[config.mk]
export PLATFORM = sky130hd
export DESIGN_NAME = lps_panel_seq
export DESIGN_NICKNAME = d
export VERILOG_FILES = /design/src/lps_ms_tick.v /design/src/lps_panel_seq.v
export VERILOG_INCLUDE_DIRS = /design/src /design/src/common
export SDC_FILE = /design/constraint.sdc
export NUM_CORES = 1
export LEC_CHECK = 0
export BUFFER_PORTS_ARGS = -buffer_cell sky130_fd_sc_hd__buf_2
export CORE_ASPECT_RATIO = 0.9
export CORE_MARGIN = 4
export CORE_UTILIZATION = 30
export DETAILED_ROUTE_END_ITERATION = 7
export PLACE_DENSITY = 0.49
export SLEW_MARGIN = 30
export SYNTH_ARGS = -nofsm -noshare
export SYNTH_HDL_FRONTEND = slang
export SYNTH_SLANG_ARGS = --single-unit
[constraint.sdc]
create_clock -name sys_clk -period 4.5 [get_ports sys_clk]
set_clock_uncertainty 0.2 [all_clocks]
set_input_delay 0.45 -clock sys_clk [delete_from_list [all_inputs] [get_ports sys_clk]]
set_output_delay 0.45 -clock sys_clk [all_outputs]
set_load 0.005 [all_outputs]
[src/common/lps_defs.vh]
`ifndef LPS_DEFS_VH
`define LPS_DEFS_VH

// register map, word addresses on the plain port
`define LPS_ADDR_W          4
`define LPS_A_CTRL          4'h0
`define LPS_A_STATUS        4'h1
`define LPS_A_RISE          4'h2
`define LPS_A_S2L           4'h3
`define LPS_A_L2B           4'h4
`define LPS_A_BL2L          4'h5
`define LPS_A_LOFF2P        4'h6
`define LPS_A_CYCLE         4'h7
`define LPS_A_LANE_OVR      4'h8

// control fields
`define LPS_CTRL_ON         0
`define LPS_CTRL_OVR_EN     1

// interval registers count milliseconds
`define LPS_IV_W            10
`define LPS_RISE_RST        10'h00A
`define LPS_S2L_RST         10'h032
`define LPS_L2B_RST         10'h0C8
`define LPS_BL2L_RST        10'h000
`define LPS_LOFF2P_RST      10'h032
`define LPS_CYCLE_RST       10'h190
`define LPS_LANES           5
`define LPS_LANE_OVR_RST    5'h00

// tick timing
`define LPS_CLK_HZ          10000000
`define LPS_TICK_US         1000

`endif

[src/lps_ms_tick.v]
`timescale 1ns/100ps
`include "lps_defs.vh"
module lps_ms_tick #(
	parameter CLK_HZ  = `LPS_CLK_HZ,
	parameter TICK_US = `LPS_TICK_US
) (
	input  wire sys_clk,
	input  wire rst,
	input  wire clk_en,
	output reg  tick_q
);
	localparam integer CYC = (CLK_HZ / 1000000) * TICK_US;
	localparam integer CW  = 14;
	localparam [31:0]   CYC_W = CYC;
	localparam [CW-1:0] LAST  = CYC_W[CW-1:0] - 1'b1;

	reg [CW-1:0] cnt_q;

	always @(posedge sys_clk or posedge rst) begin
		if (rst) begin
			cnt_q  <= {CW{1'b0}};
			tick_q <= 1'b0;
		end else if (clk_en) begin
			tick_q <= (cnt_q == LAST);
			if (cnt_q == LAST)
				cnt_q <= {CW{1'b0}};
			else
				cnt_q <= cnt_q + 1'b1;
		end
	end
endmodule // lps_ms_tick

[src/lps_panel_seq.v]
// Local design decisions: the address map and the plain strobed port.
`timescale 1ns/100ps
`include "lps_defs.vh"

// Contract
// - separate panel supply and backlight supply enables, each timed alone
// - one sequencer owns supply, backlight and link activity
// - up: supply on, rise wait, link on after delay, backlight later
// - down: backlight off, link off after interval, then supply off
// - power-up waits until power-cycle delay since last power-off elapsed
// - sequencer may override lane power state during sequencing
module lps_panel_seq #(
	parameter CLK_HZ  = `LPS_CLK_HZ,
	parameter TICK_US = `LPS_TICK_US
) (
	input  wire                        sys_clk,
	input  wire                        rst,
	input  wire                        clk_en,
	input  wire [`LPS_ADDR_W-1:0]      reg_addr,
	input  wire [31:0]                 reg_wdata,
	input  wire                        reg_wr,
	input  wire                        reg_rd,
	output reg  [31:0]                 reg_rdata,
	output reg                         panel_supply_enable,
	output reg                         backlight_supply_enable,
	output reg                         link_active,
	output reg  [`LPS_LANES-1:0]       lane_power
);
	// ------------------------------------------------------------
	// states
	// ------------------------------------------------------------
	localparam [2:0] S_OFF   = 3'h0;
	localparam [2:0] S_CYCLE = 3'h1;
	localparam [2:0] S_RISE  = 3'h2;
	localparam [2:0] S_S2L   = 3'h3;
	localparam [2:0] S_L2B   = 3'h4;
	localparam [2:0] S_ON    = 3'h5;
	localparam [2:0] S_BL2L  = 3'h6;
	localparam [2:0] S_LOFF  = 3'h7;

	reg                      on_req_q;
	reg                      ovr_en_q;
	reg [`LPS_IV_W-1:0]      rise_q;
	reg [`LPS_IV_W-1:0]      s2l_q;
	reg [`LPS_IV_W-1:0]      l2b_q;
	reg [`LPS_IV_W-1:0]      bl2l_q;
	reg [`LPS_IV_W-1:0]      loff_q;
	reg [`LPS_IV_W-1:0]      cycle_q;
	reg [`LPS_LANES-1:0]     lane_sel_q;
	reg [2:0]                st_q;
	reg [2:0]                st_d;
	reg [`LPS_IV_W-1:0]      cnt_q;
	reg [`LPS_IV_W-1:0]      lim;
	reg                      cycle_done_q;
	wire                     tick;
	wire                     wr_en;
	wire                     rd_en;
	wire                     link_d;

	assign wr_en = clk_en & reg_wr;
	assign rd_en = clk_en & reg_rd;
	// link state of the next cycle, shared by link and lane outputs
	assign link_d = (st_d == S_L2B) || (st_d == S_ON) ||
		(st_d == S_BL2L);

	// ------------------------------------------------------------
	// millisecond tick
	// ------------------------------------------------------------
	lps_ms_tick #(
		.CLK_HZ  (CLK_HZ),
		.TICK_US (TICK_US)
	) u_tick (
		.sys_clk (sys_clk),
		.rst     (rst),
		.clk_en  (clk_en),
		.tick_q  (tick)
	);

	function in_seq;
		input [2:0] s;
		begin
			in_seq = (s != S_OFF) && (s != S_ON) && (s != S_CYCLE);
		end
	endfunction

	// ------------------------------------------------------------
	// register writes
	// ------------------------------------------------------------
	always @(posedge sys_clk or posedge rst) begin
		if (rst) begin
			on_req_q   <= 1'b0;
			ovr_en_q   <= 1'b0;
			rise_q     <= `LPS_RISE_RST;
			s2l_q      <= `LPS_S2L_RST;
			l2b_q      <= `LPS_L2B_RST;
			bl2l_q     <= `LPS_BL2L_RST;
			loff_q     <= `LPS_LOFF2P_RST;
			cycle_q    <= `LPS_CYCLE_RST;
			lane_sel_q <= `LPS_LANE_OVR_RST;
		end else if (wr_en) begin
			case (reg_addr)
			`LPS_A_CTRL: begin
				on_req_q <= reg_wdata[`LPS_CTRL_ON];
				ovr_en_q <= reg_wdata[`LPS_CTRL_OVR_EN];
			end
			`LPS_A_RISE:     rise_q     <= reg_wdata[`LPS_IV_W-1:0];
			`LPS_A_S2L:      s2l_q      <= reg_wdata[`LPS_IV_W-1:0];
			`LPS_A_L2B:      l2b_q      <= reg_wdata[`LPS_IV_W-1:0];
			`LPS_A_BL2L:     bl2l_q     <= reg_wdata[`LPS_IV_W-1:0];
			`LPS_A_LOFF2P:   loff_q     <= reg_wdata[`LPS_IV_W-1:0];
			`LPS_A_CYCLE:    cycle_q    <= reg_wdata[`LPS_IV_W-1:0];
			`LPS_A_LANE_OVR: lane_sel_q <= reg_wdata[`LPS_LANES-1:0];
			default: ;
			endcase
		end
	end

	// ------------------------------------------------------------
	// register reads, data valid the cycle after the strobe
	// ------------------------------------------------------------
	always @(posedge sys_clk or posedge rst) begin
		if (rst) begin
			reg_rdata <= 32'h00000000;
		end else if (clk_en) begin
			reg_rdata <= 32'h00000000;
			if (rd_en) begin
				case (reg_addr)
				`LPS_A_CTRL:     reg_rdata <= {30'h0, ovr_en_q, on_req_q};
				`LPS_A_STATUS:   reg_rdata <= {25'h0, cycle_done_q,
					link_active, backlight_supply_enable,
					panel_supply_enable, st_q};
				`LPS_A_RISE:     reg_rdata <= {22'h0, rise_q};
				`LPS_A_S2L:      reg_rdata <= {22'h0, s2l_q};
				`LPS_A_L2B:      reg_rdata <= {22'h0, l2b_q};
				`LPS_A_BL2L:     reg_rdata <= {22'h0, bl2l_q};
				`LPS_A_LOFF2P:   reg_rdata <= {22'h0, loff_q};
				`LPS_A_CYCLE:    reg_rdata <= {22'h0, cycle_q};
				`LPS_A_LANE_OVR: reg_rdata <= {27'h0, lane_sel_q};
				default:         reg_rdata <= 32'h00000000;
				endcase
			end
		end
	end

	// ------------------------------------------------------------
	// sequencer
	// ------------------------------------------------------------
	always @* begin
		case (st_q)
		S_CYCLE: lim = cycle_q;
		S_RISE:  lim = rise_q;
		S_S2L:   lim = s2l_q;
		S_L2B:   lim = l2b_q;
		S_BL2L:  lim = bl2l_q;
		S_LOFF:  lim = loff_q;
		default: lim = {`LPS_IV_W{1'b0}};
		endcase
	end

	always @* begin
		st_d = st_q;
		case (st_q)
		S_OFF:   if (on_req_q && cycle_done_q) st_d = S_RISE;
		S_CYCLE: if (cnt_q >= lim) st_d = S_OFF;
		S_RISE:  if (!on_req_q) st_d = S_LOFF;
			else if (cnt_q >= lim) st_d = S_S2L;
		S_S2L:   if (!on_req_q) st_d = S_LOFF;
			else if (cnt_q >= lim) st_d = S_L2B;
		S_L2B:   if (!on_req_q) st_d = S_BL2L;
			else if (cnt_q >= lim) st_d = S_ON;
		S_ON:    if (!on_req_q) st_d = S_BL2L;
		S_BL2L:  if (cnt_q >= lim) st_d = S_LOFF;
		S_LOFF:  if (cnt_q >= lim) st_d = S_CYCLE;
		default: st_d = S_OFF;
		endcase
	end

	always @(posedge sys_clk or posedge rst) begin
		if (rst) begin
			st_q                    <= S_OFF;
			cnt_q                   <= {`LPS_IV_W{1'b0}};
			cycle_done_q            <= 1'b1;
			panel_supply_enable     <= 1'b0;
			backlight_supply_enable <= 1'b0;
			link_active             <= 1'b0;
			lane_power              <= {`LPS_LANES{1'b0}};
		end else if (clk_en) begin
			st_q <= st_d;
			if (st_d != st_q)
				cnt_q <= {`LPS_IV_W{1'b0}};
			else if (tick && cnt_q < lim)
				cnt_q <= cnt_q + 1'b1;
			if (st_d == S_CYCLE)
				cycle_done_q <= 1'b0;
			else if (st_q == S_CYCLE && st_d == S_OFF)
				cycle_done_q <= 1'b1;
			// outputs derived from the next state, one owner
			panel_supply_enable <= (st_d != S_OFF) &&
				(st_d != S_CYCLE);
			backlight_supply_enable <= (st_d == S_ON);
			link_active <= link_d;
			if (ovr_en_q && in_seq(st_d))
				lane_power <= {`LPS_LANES{1'b0}};
			else if (link_d)
				lane_power <= ~lane_sel_q;
			else
				lane_power <= {`LPS_LANES{1'b0}};
		end
	end
endmodule // lps_panel_seq

==> results of run 1 <==
[registers in the layout, summed over array words and instances (netlist names), 3 cells and up]
signal and cells:
u_tick.cnt_q 14, lane_power 5, l2b_q 10, loff_q 10, reg_rdata 10, lane_sel_q 5, bl2l_q 10, cnt_q 10
cycle_q 10, st_q 3, s2l_q 10, rise_q 10
[layout by cell type (no fill, tap or decap), types with 6 or more instances in the layout]
| master | n |
|---|---|
| nand4_1 | 13 |
| nand2_1 | 27 |
| o2bb2ai_1 | 8 |
| dfrtp_1 | 99 |
| nor2_1 | 28 |
| buf_4 | 13 |
| mux2i_1 | 17 |
| nor3_1 | 6 |
| buf_2 | 36 |
| inv_1 | 12 |
| conb_1 | 22 |
| a31oi_1 | 6 |
| dfstp_2 | 15 |
| a21oi_1 | 22 |
| mux2_2 | 71 |
| a22oi_1 | 28 |
| o21ai_0 | 20 |
| nand3_1 | 21 |
| ha_1 | 12 |
| a41oi_1 | 6 |
| xnor2_1 | 7 |
| clkbuf_16 | 17 |
| xor2_1 | 6 |
| nor2b_1 | 6 |
[logic make-up after synthesis]
family / after synthesis
AOI/OAI and AO/OA: 149
and+or+nand+nor: 142
DFF: 114
muxes: 89
buffers and inverters: 67
xor gates and xnor gates: 13
adders and majority gates: 12
other: 1
[report_power, final]
group / leakage [nW] / internal, mW / switching, mW
clock network: 0.283 / 0.898 / 0.478
registers: 1.44 / 1.24 / 0.215
logic: 1.53 / 0.570 / 0.905
[worst max-delay path by stage]
stage / start / end / slack, ns / cells past startpoint
finish: st_q[1] / lane_power[1] / 0.66 / 12
global route: st_q[0] / lane_power[1] / 0.42 / 11
CTS: st_q[1] / lane_power[3] / 0.69 / 12
detailed placement: st_q[2] / lane_power[4] / 0.72 / 10
global placement: st_q[1] / cnt_q[0] / 0.74 / 12
floorplan: rst / backlight_supply_enable / 0.86 / 1
[through the flow]
step | instances | power [mW] | area, sq um | utilization | hold slack [ns]
5_1_grt | 924 | 4.58 | 7530 | 0.357 | 0.137
6_report | 924 | 4.31 | 7530 | 0.357 | 0.139
3_5_place_dp | 889 | 2.95 | 6890 | 0.327 | 0.265
2_1_floorplan | 608 | 2.58 | 6610 | - | 0.255
3_3_place_gp | 889 | 2.91 | 6890 | 0.327 | 0.262
4_1_cts | 922 | 4.34 | 7500 | 0.356 | 0.122
[repair_timing]
action                                 CTS  global route
endpoints found under the hold margin   26             0
hold buffers                             1             0
gates resized for setup                  0             0
setup buffers                            0             0
[worst reg2reg max path, stage by stage, from the launching register on]
cell and delay (ns):
dfrtp_1 0.44, inv_1 0.39, nor2_1 0.20, a22oi_1 0.23
nor2_1 0.05, a21oi_1 0.29, ha_1 0.31, nand4_1 0.19
a211o_1 0.25, o211ai_4 0.16, o41a_2 0.40, a211oi_2 0.43
o32ai_1 0.14
[layout make-up]
cell class	count	share of cell area
timing repair buffer	51	0.0397
clock buffer	23	0.0622
tap	286	0.0475
sequential	114	0.381
multi-input combinational	427	0.444
inverter	14	0.00731
clock inverter	9	0.0175
[metal layers]
| layer | wire length, microns | share of wire | global-route usage | up-vias |
|---|---|---|---|---|
| met4 | 325 | 0.018 | 0.0516 | 0 |
| met3 | 1050 | 0.058 | 0.0343 | 26 |
| met1 | 8340 | 0.46 | 0.216 | 2493 |
| li1 | - | - | - | 2260 |
| met2 | 8220 | 0.46 | 0.234 | 149 |
| met5 | 0 | 0 | 0 | - |
==> flow_summary_export.csv, run 1 <==
group,metric,value,unit
clock_tree,clock-root-buffer,"clkbuf_16",
routing,drc,0,
routing,drt_iter0_markers,305,
yosys,synth_compound_area_frac,0.177,
setup_path,max_stage_delay,0.44,ns
floorplanning,die-area,24200,sq um
layout,antenna_cells,0,
worst_hold_path,hold_end,"cycle_q[8]",
sta,rsz0062_at_grt,"no",
layout,layout.nets,678,
sta,setup_ws,0.661,ns
sta,slew_viol_final,0,
worst_hold_path,min_path_type,"input pin to flop",
sta,fmax,0.260,GHz
sta,tightest_slew,1.00,ns
clock_tree,clockBufferDepth,2,
setup_path,cp_top_family,"compound AO/OA/AOI/OAI gates",
clock_tree,cts_buffers,17,
placement,post-place-ws,0.715,ns
status,status,"finished, final reports clean",
setup_path,crit_required,4.56,ns
layout,area_delta_synth_final,15.3,%
yosys,synthFlopType,"dfrtp_1",
sta,timing.final.crit_share,0.853,
setup_path,worstPathArrival,3.90,ns
setup_path,crit_path_end_kind,"flop",
setup_path,rr_worst_depth,12,
yosys,synthCells,587,
routing,drt_wl_total,17.9,mm
setup_path,r2r_end,"lane_power[1]",
power,p_per_area,572,nW/um^2
grt,grt_pass1_vias,5018,
sta,fin_tns_setup,0,ns
yosys,synth-simple-area-share,0.129,
worst_hold_path,hold_start,"reg_wdata[8]",
yosys,yosys-top-cells-count,"dfrtp_1, mux2_2, nor2_1",
floorplanning,fp.dieW,164,microns
clock_tree,htree_levels,4,
routing,vias,4928,
yosys,yosys.cell_count.top_type,"dfrtp_1",
routing,ant_nets,0,
yosys,ys_seq_elements,114,
yosys,synth_edf_count,0,
setup_path,cp_slowest_cell,"dfrtp_1",
routing,first_pass_iters,5,
yosys,synthXorXnorAreaFrac,0.0174,
yosys,seq_area_frac_synth,0.440,
yosys,synthTopCellsByArea,"dfrtp_1, mux2_2, dfstp_2",
layout,fillers,2105,
setup_path,cp_max_fo,11,
routing,routedWlPerCell,19.4,microns
yosys,yosysWarnings,0,
floorplanning,rows,50,
sta,relSlewSlack,0.328,
clock_tree,cts_tree,"done",
setup_path,r2r-start,"st_q[1]",
floorplanning,ios,81,
clock_tree,path_clk_slew,0.05,ns
placement,hpwl,12.3,mm
yosys,synth_top_area_frac,0.379,
setup_path,cp_cell_sequence,"inv_1 > nor2_1 > a22oi_1 > nor2_1 > a21oi_1 > ha_1 > nand4_1 > a211o_1 > o211ai_4 > o41a_2 > a211oi_2 > o32ai_1",
yosys,synth.area.mux_share,0.152,
yosys,yosys.area.top_type,"dfrtp_1",
grt,antenna_found_initial,0,
floorplanning,die_h,148,microns
layout,drive_above_1_share,0.304,
yosys,synth.cell_area,6530,sq um
setup_path,cp_common_cell,"nor2_1",
sta,fin_crit,3.84,ns
setup_path,r2r_setup_slack,0.66,ns
setup_path,critPathBufInv,1,
yosys,synth_top_family_by_area,"compound AO/OA/AOI/OAI gates",
placement,io_buffers,36,
floorplanning,initial_core_util,0.310,
power,power_leakage,3.26,nW
setup_path,cp-start-kind,"flop",
layout,multiInputGateArea,3340,sq um
grt,grt_pass1_wl,28.6,mm
yosys,synth_fa_ha_area_frac,0.0230,
sta,finalHoldViolations,0,
job,maxCapViolCount,0,
grt,grt_use_total,0.153,
layout,seq_area,2870,sq um
routing,vias_per_cell,5.33,
yosys,synth_async_sr_flop_share,1.00,
clock_tree,clock-sinks,114,
placement,routabilityCongestion,0.822,
setup_path,criticalPathCategory,"flop to flop",
yosys,syn_avg_cell_area,11.1,sq um
floorplanning,core_area,21100,sq um
grt,grt_overflow_total,0,
yosys,yosysUniqueCellTypes,78,
grt,grt_max_degree,42,
worst_hold_path,hold_depth,2,
clock_tree,insertion_delay,0.42,ns
sta,finalSetupViolCount,0,
power,ir_drop,281,uV
Power figures use the tool's default switching activity.
==> run 2: changes to the inputs <==
- PLACE_DENSITY: 0.49 -> 0.53
==> run 2 against run 1 <==
Net effect:
- the flow now finishes with violations (hold timing)
- worst setup slack lost 0.18 ns
- global-route usage increased by 0.21 points
- clock-buffer cell count is 6 lower
- non-clock buffer count down 2
- sequential share of layout area rose by 0.27 points
- sequential cell count did not move
- clock power down 7%
- register-to-register slack worse by 0.18 ns
- first-iteration DRC count increased by 22%
- routed wire length rose by 0.83%
==> flow_summary_export.csv, run 2 (synthesized netlist as in run 1, its figures left out) <==
group,metric,value,unit
power,clkPwrFrac,0.303,
grt,top_usage_layer,"met2",
sta,timing.final.crit_share,0.893,
sta,rsz0062_at_grt,"no",
clock_tree,clockBufferDepth,2,
setup_path,startpoint,"st_q[1]",
placement,routabilityCongestion,0.826,
sta,relSlewSlack,0.281,
routing,ant_nets,0,
sta,fmax,0.249,GHz
sta,slew_viol_final,0,
layout,area_delta_synth_final,14.5,%
grt,antenna_found_initial,0,
clock_tree,postCtsHoldBufs,0,
grt,grt_pass1_vias,4949,
power,p_per_area,564,nW/um^2
clock_tree,clock-root-buffer,"clkbuf_16",
power,combPwrFrac,0.349,
routing,routedWlPerCell,19.6,microns
layout,largest_reg_flops,14,
clock_tree,post_cts_buffers,0,
routing,drt_iter0_markers,373,
routing,vias,4887,
job,maxCapViolCount,0,
grt,use_met2,0.225,
floorplanning,fp.dieW,164,microns
clock_tree,path_clk_slew,0.06,ns
placement,place_area,6910,sq um
floorplanning,ios,81,
status,status,"finished, violations left",
floorplanning,initial_core_util,0.310,
layout,layout.nets,676,
routing,vias_per_cell,5.30,
grt,grt_use_met3,0.0401,
power,pwr-share-seq,0.348,
floorplanning,rows,50,
grt,grt_pass1_wl,29.0,mm
setup_path,crit_required,4.58,ns
status,failed_checks,"hold timing",
layout,top_register,"u_tick.cnt_q",
layout,fin_area,7470,sq um
routing,drt_wl_total,18.1,mm
clock_tree,cts_buffers,17,
layout,final_common_cell,"dfrtp_1",
grt,grt_overflow_total,0,
setup_path,r2r-start,"st_q[1]",
layout,layout_common_cells,"dfrtp_1, mux2_2, buf_2, nor2_1, a22oi_1",
layout,antenna_cells,0,
routing,first_pass_iters,5,
floorplanning,core_area,21100,sq um
power,power_leakage,3.24,nW
sta,tightest_slew,1.07,ns
floorplanning,die_h,148,microns
grt,grt_use_total,0.156,
placement,io_buffers,36,
setup_path,criticalPathCategory,"flop to flop",
sta,holdWs,-0.0114,ns
clock_tree,htree_levels,4,
setup_path,worstPathArrival,4.10,ns
sta,fin_crit,4.02,ns
grt,grt_max_degree,63,
power,ir_drop,206,uV
floorplanning,die-area,24200,sq um
sta,fin_tns_setup,0,ns
sta,finalSetupViolCount,0,
routing,drc,0,
grt,met1_usage,0.219,
setup_path,r2r_end,"lane_power[3]",
power,power_switching_share,0.390,
worst_hold_path,min_path_type,"input pin to asynchronous set/reset pin",
placement,hpwl,12.3,mm
layout,drive_above_1_share,0.308,
clock_tree,post_cts_resized,0,
setup_path,rr_worst_depth,12,
sta,finalHoldViolations,19,
clock_tree,cts_tree,"done",
setup_path,r2r_setup_slack,0.48,ns
power,intPower,2.57,mW
setup_path,cp_max_fo,11,
power,switching_power,1.64,mW
clock_tree,insertion_delay,0.42,ns
setup_path,crit_path_end_kind,"flop",
setup_path,crit_path_end,"lane_power[3]",
clock_tree,clock-sinks,114,
setup_path,cp-start-kind,"flop",
## run 2: metrics by stage
| step | setup WS, ns | instances | total power [mW] | hold WS [ns] | utilization |
|---|---|---|---|---|---|
| finish | 0.482 | 922 | 4.21 | -0.0114 | 0.355 |
| floorplan | 0.859 | 608 | 2.58 | 0.255 | - |
| global route | 0.231 | 922 | 4.47 | 0.0610 | 0.355 |
| detailed placement | 0.480 | 890 | 2.94 | 0.269 | 0.328 |
| CTS | 0.475 | 922 | 4.23 | 0.0152 | 0.354 |
| global placement | 0.510 | 889 | 2.90 | 0.270 | 0.327 |
## run 2: routing by layer
layer / wire (microns) / share of wire
met1: 8440 / 0.47
met4: 488 / 0.027
met3: 1070 / 0.059
met2: 8080 / 0.45
met5: 0 / 0
## run 2: critical path, cell delays in order, from the launching register on
cell	delay (ns)
dfrtp_1	0.56
inv_1	0.41
nor2_1	0.18
a22oi_1	0.23
nor2_1	0.06
a21oi_1	0.33
ha_1	0.33
nand4_1	0.19
a211o_1	0.24
o211ai_4	0.16
o41a_2	0.40
a211oi_2	0.44
o32ai_1	0.15
## run 2: worst min path at each step
stage	from	to	slack, ns
after floorplan	u_tick.tick_q	u_tick.tick_q	0.25
after global placement	reg_rdata[5]	reg_rdata[5]	0.27
after detailed placement	reg_rdata[5]	reg_rdata[5]	0.27
after CTS	rst	u_tick.cnt_q[0]	0.02
after global routing	rst	u_tick.cnt_q[0]	0.06
final	rst	lane_power[3]	-0.01
## run 2: power groups by stage
stage / logic (mW) / registers, mW / clock network [mW]
final: 1.47 / 1.47 / 1.28
after global routing: 1.63 / 1.50 / 1.35
after CTS: 1.47 / 1.46 / 1.30
after detailed placement: 1.47 / 1.48 / 0
after global placement: 1.43 / 1.46 / 0
after floorplan: 1.21 / 1.38 / 0
## run 2: layout make-up
type | instances | area, sq um
Fill cell | 2072 | 13600
Multi-Input combinational cell | 427 | 3350
Sequential cell | 114 | 2870
Clock buffer | 17 | 425
Tap cell | 286 | 358
Timing Repair Buffer | 49 | 282
Clock inverter | 15 | 135
Inverter | 14 | 55.1
==> run 3: changes to the inputs <==
- CORE_UTILIZATION: 30 -> 45
- PLACE_DENSITY: 0.53 -> 0.7
==> run 3 against run 2 <==
Net effect:
- the flow now finishes without violations
- sequential power about the same
- clock power increased by 16%
- largest cell class unchanged
- register-to-register slack improved by 0.06 ns
- final cell count decreased by 10%
- via count increased by 3.0%
- sequential cell count unchanged
- global-route usage increased by 4.2 points
==> flow_summary_export.csv, run 3 (synthesized netlist as in run 1, its figures left out) <==
group,metric,value,unit
status,status,"finished, final reports clean",
routing,ant_nets,0,
routing,drt_iter0_markers,460,
routing,vias,5036,
power,p_per_area,588,nW/um^2
clock_tree,path_clk_slew,0.05,ns
floorplanning,ios,81,
job,maxCapViolCount,0,
grt,grt_pass1_wl,25.4,mm
clock_tree,cts_buffers,17,
power,switching_power,1.55,mW
sta,finalSetupViolCount,0,
layout,final_common_cell,"dfrtp_1",
routing,first_pass_iters,5,
clock_tree,insertion_delay,0.41,ns
setup_path,cp_max_fo,11,
routing,drc,0,
sta,relSlewSlack,0.296,
floorplanning,die_h,122,microns
power,clkPwrFrac,0.338,
sta,slew_viol_final,0,
sta,holdWs,0.160,ns
layout,largest_reg_flops,14,
placement,dp.cells,792,
power,power_leakage,3.27,nW
setup_path,crit_path_end_kind,"flop",
layout,layout_common_cells,"dfrtp_1, mux2_2, buf_2, nor2_1, a22oi_1",
clock_tree,post_cts_buffers,0,
setup_path,cp-start-kind,"flop",
floorplanning,initial_core_util,0.463,
clock_tree,cts_tree,"done",
power,combPwrFrac,0.324,
placement,hpwl,10.7,mm
power,ir_drop,337,uV
clock_tree,post_cts_resized,0,
power,pwr-share-seq,0.338,
floorplanning,die-area,16500,sq um
grt,grt_use_total,0.198,
floorplanning,fp.dieW,135,microns
power,intPower,2.81,mW
layout,layout.nets,673,
grt,grt_max_degree,53,
routing,drt_wl_total,15.9,mm
layout,fillers,1212,
clock_tree,postCtsHoldBufs,1,
sta,timing.final.crit_share,0.879,
routing,vias_per_cell,6.10,
power,power_switching_share,0.355,
routing,routedWlPerCell,19.3,microns
placement,io_buffers,36,
clock_tree,clock-sinks,114,
worst_hold_path,min_path_type,"input pin to flop",
setup_path,criticalPathCategory,"flop to flop",
placement,routabilityCongestion,0.893,
grt,grt_overflow_total,0,
clock_tree,htree_levels,4,
sta,tightest_slew,1.05,ns
sta,rsz0062_at_grt,"no",
setup_path,rr_worst_depth,12,
floorplanning,core_area,14100,sq um
floorplanning,rows,41,
sta,fin_crit,3.96,ns
layout,drive_above_1_share,0.300,
layout,antenna_cells,0,
placement,place_area,6750,sq um
grt,antenna_found_initial,0,
placement,post-place-ws,0.602,ns
setup_path,worstPathArrival,4.03,ns
layout,area_delta_synth_final,13.7,%
worst_hold_path,hold_depth,2,
sta,setup_ws,0.544,ns
grt,grt_pass1_vias,4703,
setup_path,crit_required,4.57,ns
layout,fin_cells,826,
sta,finalHoldViolations,0,
clock_tree,clockBufferDepth,2,
clock_tree,clock-root-buffer,"clkbuf_16",
sta,fmax,0.253,GHz
layout,top_register,"u_tick.cnt_q",
sta,fin_tns_setup,0,ns
layout,fin_area,7420,sq um
[run 3: worst max-delay path, stage by stage (launching register included)]
cell	delay (ns)
dfrtp_1	0.65
inv_1	0.35
nor2_1	0.36
a22oi_1	0.15
nor2_1	0.10
a21oi_1	0.09
ha_1	0.33
nand4_1	0.21
a211o_1	0.41
o211a_1	0.19
a211o_1	0.42
nand3_4	0.23
o221ai_2	0.12
[run 3: layout make-up]
cell class	instances	area, sq um	area share
Multi-Input combinational cell	427	3350	0.451
Sequential cell	114	2870	0.387
Clock buffer	22	464	0.0625
Timing Repair Buffer	46	262	0.0352
Tap cell	193	241	0.0325
Clock inverter	10	181	0.0244
Inverter	14	55.1	0.00742
[run 3: path summary, 6_finish.rpt]
check                             startpoint       endpoint  slack (ns)
min in group asynchronous                rst  lane_power[2]        0.48
worst max register to register       st_q[1]       cnt_q[7]        0.54
worst min register to register  reg_rdata[3]   reg_rdata[3]        0.27
worst max-delay path                 st_q[1]       cnt_q[7]        0.54
worst min-delay path            reg_wdata[7]     cycle_q[7]        0.16
max in group asynchronous                rst       l2b_q[6]        2.67
[run 3: stage by stage]
step | power, mW | utilization
after floorplan | 2.58 | -
after global placement | 2.84 | 0.478
after detailed placement | 2.88 | 0.479
after CTS | 4.38 | 0.525
after global routing | 4.61 | 0.526
final | 4.37 | 0.526
[run 3: power groups by stage]
stage,Sequential [mW],Combinational [mW],Clock (mW)
2_1_floorplan,1.38,1.21,0
3_3_place_gp,1.47,1.37,0
3_5_place_dp,1.48,1.40,0
4_1_cts,1.47,1.41,1.49
5_1_grt,1.51,1.56,1.55
6_report,1.48,1.42,1.48
[run 3: per-layer routing]
layer | track usage | routed length, microns | vias up
li1 | - | - | 2262
met1 | 0.280 | 7130 | 2505
met2 | 0.301 | 7300 | 241
met3 | 0.0459 | 1220 | 28
met4 | 0.0680 | 286 | 0
met5 | 0 | 0 | -
